`src/rtl/fvc_pkg.sv`:
```
package fvc_pkg;
  localparam logic [4:0] VERIFY_CODE = 5'h16;
  localparam logic [5:0] WRITE_CODE = 6'h05;
  localparam logic [5:0] WRDEL_CODE = 6'h09;
  localparam logic [5:0] FORMAT_CODE = 6'h0d;
  localparam logic [7:0] VERSION_CODE = 8'h10;
  localparam logic [7:0] RECAL_CODE = 8'h07;
  localparam logic [7:0] SENSE_CODE = 8'h08;
  localparam logic [7:0] INVALID_STATUS = 8'h80;
  localparam logic [7:0] SEEK_END_STATUS = 8'h20;
  localparam logic [3:0] RW_CMD_BYTES = 4'h9;
  localparam logic [3:0] FMT_CMD_BYTES = 4'h6;
  localparam logic [3:0] RESULT_BYTES = 4'h7;
  localparam logic [1:0] FMT_ID_BYTES = 2'h3;
  localparam logic [7:0] MAX_STEPS = 8'hff;
  typedef enum {
    FVC_IDLE, FVC_PARAM, FVC_EXEC, FVC_FMTID, FVC_STEP, FVC_RESULT
  } fvc_state_t;
endpackage : fvc_pkg

```
`src/rtl/fvc_verify_write_format.sv`:
```
`timescale 1ns/100ps
module fvc_buf2 #(
  parameter int W = 8
) (
  input wire logic mclk, // Clock
  input wire logic sys_rst, // Synchronous reset
  input wire logic [W-1:0] inData, // Write data
  input wire logic inValid, // Write valid
  output logic inReady, // Space available
  output logic [W-1:0] outData, // Head word
  output logic outValid, // Head valid
  input wire logic outReady // Drain accept
);
  logic [W-1:0] mem [2];
  logic [W-1:0] next_mem [2];
  logic [1:0] count, next_count;
  logic wrPtr, rdPtr, next_wrPtr, next_rdPtr;
  logic doWr, doRd;
  always_comb begin
    doWr = inValid && (count != 2'h2);
    doRd = (count != 2'h0) && outReady;
    next_mem = mem;
    next_wrPtr = wrPtr;
    next_rdPtr = rdPtr;
    next_count = count;
    if (doWr) begin
      next_mem[wrPtr] = inData;
      next_wrPtr = ~wrPtr;
    end
    if (doRd) begin
      next_rdPtr = ~rdPtr;
    end
    if (doWr && !doRd) begin
      next_count = count + 2'h1;
    end else if (doRd && !doWr) begin
      next_count = count - 2'h1;
    end
  end
  // Head word and valid are registered so the drive side sees flop outputs
  always_ff @(posedge mclk) begin
    mem <= next_mem;
    outData <= next_mem[next_rdPtr];
    if (sys_rst) begin
      count <= 2'h0;
      wrPtr <= 1'b0;
      rdPtr <= 1'b0;
      outValid <= 1'b0;
    end else begin
      count <= next_count;
      wrPtr <= next_wrPtr;
      rdPtr <= next_rdPtr;
      outValid <= (next_count != 2'h0);
    end
  end
  assign inReady = (count != 2'h2);
endmodule : fvc_buf2

module fvc_verify_write_format
  import fvc_pkg::*;
#(
  parameter logic [7:0] CONTROLLER_TYPE = 8'h5a // Arbitrary type code
) (
  input wire logic mclk, // 40 MHz clock
  input wire logic sys_rst, // Synchronous reset, high
  input wire logic [7:0] hostWrData, // Command/param/format byte
  input wire logic hostWrValid, // Host offers a byte
  output logic hostWrReady, // Controller accepts byte
  output logic [7:0] hostRdData, // Result byte
  output logic hostRdValid, // Result byte available
  input wire logic hostRdReady, // Host takes result byte
  output logic [7:0] diskData, // Sector data to drive
  output logic diskDataValid, // Sector data strobe
  input wire logic diskDataReady, // Drive accepts data
  output logic verifyStart, // Start sector check pulse
  input wire logic sectorDone, // Drive finished sector op
  input wire logic [7:0] driveStatus0, // Status zero from media op
  input wire logic [7:0] driveStatus1, // Status one
  input wire logic [7:0] driveStatus2, // Status two
  input wire logic [7:0] sectorBytes, // Bytes per transfer, minus one
  input wire logic track0, // Selected head at track 0
  output logic stepPulse, // Step head outward
  output logic [1:0] driveSel, // Selected drive
  output logic headSel, // Selected head
  output logic doubleDensity, // Density of current command
  output logic multiTrack, // Multi-track of current command
  output logic skipDeleted, // Skip-deleted of current command
  output logic endCount, // End-count of verify
  output logic deletedMark, // Write deleted data mark
  output logic intReq // Interrupt after recalibrate
);
  import fvc_pkg::*;
  typedef enum {FVC_C_VER, FVC_C_WR, FVC_C_FMT, FVC_C_OTHER} fvc_cmd_t;
  fvc_state_t state, next_state;
  fvc_cmd_t cmd, next_cmd;
  logic [7:0] par [9];
  logic [7:0] next_par [9];
  logic [7:0] res [7];
  logic [7:0] next_res [7];
  logic [3:0] idx, next_idx, resLen, next_resLen;
  logic [7:0] cnt, next_cnt, present_cylinder, next_pcn, sts0, next_sts0;
  logic [7:0] secLeft, next_secLeft;
  logic [1:0] fmtIdx, next_fmtIdx;
  logic intPend, next_intPend;
  logic dataIn, next_dataIn;
  logic next_verifyStart, next_stepPulse, next_intReq;
  logic wrTake, rdTake, bufReady, bufValid, bufWr;
  logic [7:0] bufData;
  logic rdValid;
  assign wrTake = hostWrValid && hostWrReady;
  assign rdTake = hostRdValid && hostRdReady;
  assign bufWr = wrTake && state == FVC_EXEC && cmd == FVC_C_WR;
  always_comb begin
    next_state = state;
    next_cmd = cmd;
    next_par = par;
    next_res = res;
    next_idx = idx;
    next_resLen = resLen;
    next_cnt = cnt;
    next_pcn = present_cylinder;
    next_sts0 = sts0;
    next_secLeft = secLeft;
    next_fmtIdx = fmtIdx;
    next_intPend = intPend;
    next_dataIn = dataIn;
    next_verifyStart = 1'b0;
    next_stepPulse = 1'b0;
    next_intReq = intPend;
    case (state)
      FVC_IDLE: begin
        if (wrTake) begin
          next_par[0] = hostWrData;
          next_idx = 4'h1;
          if (hostWrData[4:0] == VERIFY_CODE) begin
            next_cmd = FVC_C_VER;
            next_state = FVC_PARAM;
          end else if (hostWrData[5:0] == WRITE_CODE
              || hostWrData[5:0] == WRDEL_CODE) begin
            next_cmd = FVC_C_WR;
            next_state = FVC_PARAM;
          end else if (hostWrData[5:0] == FORMAT_CODE && !hostWrData[7]) begin
            next_cmd = FVC_C_FMT;
            next_state = FVC_PARAM;
          end else if (hostWrData == RECAL_CODE) begin
            next_cmd = FVC_C_OTHER;
            next_state = FVC_PARAM;
          end else if (hostWrData == VERSION_CODE) begin
            next_res[0] = CONTROLLER_TYPE;
            next_resLen = 4'h1;
            next_idx = 4'h0;
            next_state = FVC_RESULT;
          end else if (hostWrData == SENSE_CODE && intPend) begin
            next_res[0] = sts0;
            next_res[1] = present_cylinder;
            next_resLen = 4'h2;
            next_idx = 4'h0;
            next_intPend = 1'b0;
            next_intReq = 1'b0;
            next_state = FVC_RESULT;
          end else begin
            next_res[0] = INVALID_STATUS;
            next_resLen = 4'h1;
            next_idx = 4'h0;
            next_state = FVC_RESULT;
          end
        end
      end
      FVC_PARAM: begin
        if (wrTake) begin
          next_par[idx] = hostWrData;
          next_idx = idx + 4'h1;
          if (par[0] == RECAL_CODE) begin
            next_cnt = MAX_STEPS;
            next_intPend = 1'b0;
            next_intReq = 1'b0;
            next_state = FVC_STEP;
          end else if (cmd == FVC_C_FMT && idx == FMT_CMD_BYTES - 4'h1) begin
            next_secLeft = par[3];
            next_fmtIdx = 2'h0;
            next_state = FVC_FMTID;
          end else if (cmd != FVC_C_FMT && idx == RW_CMD_BYTES - 4'h1) begin
            next_cnt = sectorBytes;
            next_dataIn = 1'b0;
            next_verifyStart = (cmd == FVC_C_VER);
            next_state = FVC_EXEC;
          end
        end
      end
      FVC_EXEC: begin
        // Write: count host data bytes forwarded; verify: wait for drive check
        // Count holds bytes still owed minus one; the last byte closes the data phase
        if (cmd == FVC_C_WR && wrTake) begin
          if (cnt == 8'h0) begin
            next_dataIn = 1'b1;
          end else begin
            next_cnt = cnt - 8'h1;
          end
        end
        if (sectorDone && (cmd == FVC_C_VER || dataIn)) begin
          next_res[0] = driveStatus0;
          next_res[1] = driveStatus1;
          next_res[2] = driveStatus2;
          next_res[3] = par[2];
          next_res[4] = par[3];
          next_res[5] = par[4];
          next_res[6] = par[5];
          next_resLen = RESULT_BYTES;
          next_idx = 4'h0;
          next_state = FVC_RESULT;
        end
      end
      FVC_FMTID: begin
        if (wrTake) begin
          next_fmtIdx = fmtIdx + 2'h1;
          if (fmtIdx == FMT_ID_BYTES) begin
            next_secLeft = secLeft - 8'h1;
            if (secLeft <= 8'h1) begin
              next_res[0] = driveStatus0;
              next_res[1] = driveStatus1;
              next_res[2] = driveStatus2;
              next_res[3] = 8'h00;
              next_res[4] = 8'h00;
              next_res[5] = 8'h00;
              next_res[6] = 8'h00;
              next_resLen = RESULT_BYTES;
              next_idx = 4'h0;
              next_state = FVC_RESULT;
            end
          end
        end
      end
      FVC_STEP: begin
        if (track0 || cnt == 8'h0) begin
          next_pcn = 8'h00;
          next_sts0 = SEEK_END_STATUS | {6'h00, par[1][1:0]};
          next_intPend = 1'b1;
          next_intReq = 1'b1;
          next_state = FVC_IDLE;
        end else if (!stepPulse) begin
          next_stepPulse = 1'b1;
          next_cnt = cnt - 8'h1;
        end
      end
      FVC_RESULT: begin
        if (rdTake) begin
          next_idx = idx + 4'h1;
          if (idx == resLen - 4'h1) begin
            next_state = FVC_IDLE;
          end
        end
      end
      default: next_state = FVC_IDLE;
    endcase
  end
  always_comb begin
    rdValid = (next_state == FVC_RESULT);
  end
  always_ff @(posedge mclk) begin
    par <= next_par;
    res <= next_res;
    if (sys_rst) begin
      state <= FVC_IDLE;
      cmd <= FVC_C_OTHER;
      idx <= 4'h0;
      resLen <= 4'h0;
      cnt <= 8'h00;
      present_cylinder <= 8'h00;
      sts0 <= 8'h00;
      secLeft <= 8'h00;
      fmtIdx <= 2'h0;
      intPend <= 1'b0;
      dataIn <= 1'b0;
      verifyStart <= 1'b0;
      stepPulse <= 1'b0;
      intReq <= 1'b0;
      hostRdValid <= 1'b0;
      hostRdData <= 8'h00;
      hostWrReady <= 1'b0;
      driveSel <= 2'h0;
      headSel <= 1'b0;
      doubleDensity <= 1'b0;
      multiTrack <= 1'b0;
      skipDeleted <= 1'b0;
      endCount <= 1'b0;
      deletedMark <= 1'b0;
    end else begin
      state <= next_state;
      cmd <= next_cmd;
      idx <= next_idx;
      resLen <= next_resLen;
      cnt <= next_cnt;
      present_cylinder <= next_pcn;
      sts0 <= next_sts0;
      secLeft <= next_secLeft;
      fmtIdx <= next_fmtIdx;
      intPend <= next_intPend;
      dataIn <= next_dataIn;
      verifyStart <= next_verifyStart;
      stepPulse <= next_stepPulse;
      intReq <= next_intReq;
      hostRdValid <= rdValid && !(rdTake && next_idx == resLen);
      hostRdData <= next_res[next_idx[2:0]];
      // Ready is a cycle late, so after each buffered byte one cycle passes
      // before the next; a full buffer or a finished data phase refuses bytes
      hostWrReady <= (next_state == FVC_IDLE || next_state == FVC_PARAM
          || next_state == FVC_FMTID
          || (next_state == FVC_EXEC && next_cmd == FVC_C_WR && bufReady && !bufWr
          && !next_dataIn));
      driveSel <= next_par[1][1:0];
      headSel <= next_par[1][2] && (next_par[0] != RECAL_CODE);
      doubleDensity <= next_par[0][6];
      multiTrack <= next_par[0][7] && next_cmd != FVC_C_FMT;
      skipDeleted <= next_par[0][5] && next_cmd == FVC_C_VER;
      endCount <= next_par[1][7] && next_cmd == FVC_C_VER;
      deletedMark <= next_par[0][5:0] == WRDEL_CODE;
    end
  end
  fvc_buf2 #(.W(8)) dataBuf (
    .mclk(mclk),
    .sys_rst(sys_rst),
    .inData(hostWrData),
    .inValid(bufWr),
    .inReady(bufReady),
    .outData(bufData),
    .outValid(bufValid),
    .outReady(diskDataReady)
  );
  assign diskData = bufData;
  assign diskDataValid = bufValid;
endmodule : fvc_verify_write_format

```
`config.mk`:
```
export PLATFORM = sky130hd
export DESIGN_NAME = fvc_verify_write_format
export DESIGN_NICKNAME = d
export VERILOG_FILES = /design/src/rtl/fvc_pkg.sv /design/src/rtl/fvc_verify_write_format.sv
export SDC_FILE = /design/constraint.sdc
export NUM_CORES = 1
export LEC_CHECK = 0
export ABC_CLOCK_PERIOD_IN_PS = 8240
export BUFFER_PORTS_ARGS = -buffer_cell sky130_fd_sc_hd__buf_4
export CORE_ASPECT_RATIO = 1.5
export CORE_MARGIN = 4
export CORE_UTILIZATION = 35
export DETAILED_ROUTE_END_ITERATION = 7
export HOLD_SLACK_MARGIN = 0.12
export PLACE_DENSITY = 0.51
export SETUP_SLACK_MARGIN = 0.1
export SLEW_MARGIN = 25
export SYNTH_ARGS = -nofsm -noshare
export SYNTH_HDL_FRONTEND = slang
export SYNTH_SLANG_ARGS = --single-unit
```
`constraint.sdc`:
```
create_clock -name mclk -period 8.24 [get_ports mclk]
set_input_delay 1.648 -clock mclk [delete_from_list [all_inputs] [get_ports mclk]]
set_output_delay 1.648 -clock mclk [all_outputs]
set_load 0.01 [all_outputs]
```
==> metrics <==
Startpoint Class=input pin; CP arrival=4420 ps; Worst setup EP type=register; vias per cell=5.244; row count=75; core box area=around 0.028 mm²; antenna violations before repair=0; Final Hold Viols=0; unrepaired setup endpoints after global routing=false; RePlAce Congestion=0.8701; port bufs=76; PwrDens=between 200 and 250 mW/mm²; fin nets=roughly 1200; total negative slack=0 ps; DP Area=0.01097 mm²; P_leak=~4.7 nW; Slew HR=33.17%; Gate Count Post-Synth=between 1000 and 1500; Antenna Nets Post-Route=0; Post-synth EDFFs=32; Post-DP HPWL=19.52 mm; final non-filler cell total=about 1500; synthesized area per cell=between 9 and 10 µm²; GR Overflow Total=0; Sw Ratio=22.34%; Initial Util=35.73%; vias in the first global route=7621; most frequent cells in the layout=dfxtp_1 (211), nand2_1 (162), buf_4 (86); Crit path largest cell delay=670 ps; Worst-Skew Late Latency=530 ps; internal power=2.016 mW; TritonCTS clock tree=done; Sinks on Clock Net=243; largest buffer count on any clock path=3; detailed-route DRC error count=0; Worst VDD drop=126.3 µV; Layout fillers=2770; Flop pwr share=47.2%; clock power share=45.4%; Post-CTS Setup Inserts=0; die area=0.03157 mm²; total power=roughly 2.6 mW; critical-path cell list=buf_4 -> and2_1 -> a41o_1 -> nand3_4 -> a2111oi_4 -> o21bai_4 -> nor3b_2 -> a32o_1 -> a211o_1; register area=0.005185 mm²; slowest cell on the critical path=nor3b_2; first-pass GRT wire length=43.21 mm; gr usage total=17.15%; outcome=completed; routed len/inst=18.95 µm; ANT cells=0; footprint of the multi-input gates=around 0.0046 mm²; register area share after synthesis=approximately half; Hold WC Path Type=register to register; vias=7688; Logic pwr share=7.4%; DR pass1 iterations=5; Root Driver=clkbuf_16; post-layout min period=approximately 4000 ps; post-synth design cell area=~0.010 mm²; Post-synth top flop=dfxtp_1; placed cells=1422; clock skew=approximately 14 ps; Setup CP Type=input pin to register; #FFs+latches synth=243; Num CTS Buffers=24; fin. max-slew vios=0; cts repair resizes=0; H-tree depth=1; ranking of synthesized cells by area=dfxtp_1 (42%), edfxtp_1 (9.6%), nand2_1 (6.0%); CP max FO=26; asr flop ratio synth=0%; Tcrit/Tclk final=47.95%; final instance area=0.01182 mm²; P&R area growth vs syn=17.53%; # hold bufs at CTS=0; commonest non-fill, non-tap cell in the layout=dfxtp_1; largest net degree at the start of global routing=46; Max-cap violations=0; floorplan die width=146.4 µm; WHS=439.3 ps; fmax=253.1 MHz; Least-Margin Pin Slew=989.0 ps; DR iter-0 viols=approximately 380; share of cells above drive strength 1=~18%; final setup fails=0; I/O pins=77; required time of the critical path=approximately 8700 ps; area leader, netlist=dfxtp_1; height of the die=215.6 µm; Routed WL=27.77 mm; Worst-path clk slew=60 ps; Yosys warning total=0; share of Yosys cell area claimed by the top area cell type=between 40% and 50%; NetSw=579.8 µW; synth unique cells=between 90 and 100
-- stage by stage --
step / utilization [%] / worst slack [ps]
6_report: 41.99 / 4289
3_5_place_dp: 38.96 / 3752
2_1_floorplan: - / 4336
4_1_cts: 41.99 / 4295
3_3_place_gp: 38.96 / 3839
5_1_grt: 41.99 / 4123
-- kinds of logic after synthesis --
family / Yosys count / share of synthesized area [%]
and+or+nand+nor: 412 / 21.33
DFF: 243 / 51.55
AOI/OAI and AO/OA: 214 / 16.07
buffers and inverters: 74 / 3.694
muxes: 45 / 4.889
adders and majority gates: 12 / 1.468
xor gates and xnor gates: 11 / 0.9578
other: 1 / 0.03728
-- metal layers --
metal / vias up / global-route usage, % / wire [µm]
li1: 3804 / - / -
met1: 3651 / 19.72 / 11350
met2: 174 / 31.21 / 14160
met3: 59 / 2.749 / 1111
met4: 0 / 7.470 / 1148
met5: - / 0 / 0
-- power by group through the flow --
stage	combinational (mW)	clock, mW	sequential [mW]
4_1_cts	0.194	1.21	1.22
3_5_place_dp	0.193	0	1.25
5_1_grt	0.212	1.26	1.23
3_3_place_gp	0.189	0	1.25
6_report	0.193	1.18	1.22
2_1_floorplan	0.125	0	1.25
-- cell usage after synthesis, types with 9 or more instances --
library cell    n
o211ai_1        9
nor2_1         58
mux2_2         33
o21ai_0        43
a31oi_1        17
ha_1           11
buf_2          11
a21oi_1        31
xnor2_1        10
and2_1         40
nor3_1         18
nand2b_1       12
o21a_1         14
nor4_1         17
dfxtp_1       211
o22ai_1         9
mux2i_1        12
nand3_1        36
inv_1          24
nand2_1       162
clkbuf_1       27
edfxtp_1       32
-- critical path: cells and delay by family --
kind            cells  cell delay [ps]
compound gates      5             1460
simple gates        3             1200
buf+inv             1               90
-- layout make-up --
class                           instances  area share [%]
Timing Repair Buffer                   86           5.461
Multi-Input combinational cell        723           39.02
Clock buffer                           33           5.895
Clock inverter                         11           1.334
Inverter                               24          0.7621
Tap cell                              346           3.662
Sequential cell                       243           43.86
-- final timing paths --
| check | start | to | cells after the start | slack [ps] |
|---|---|---|---|---|
| max reg2reg | state[14]$_SDFF_PP0_ | register | 6 | 4820 |
| max | hostWrValid | hostRdData[2]$_SDFF_PP0_ | 9 | 4290 |
| min reg2reg | res[17]$_DFF_P_ | res[17]$_DFF_P_ | 2 | 440 |
| min | res[17]$_DFF_P_ | res[17]$_DFF_P_ | 2 | 440 |
Note: power is estimated with default switching activity, not from simulation.
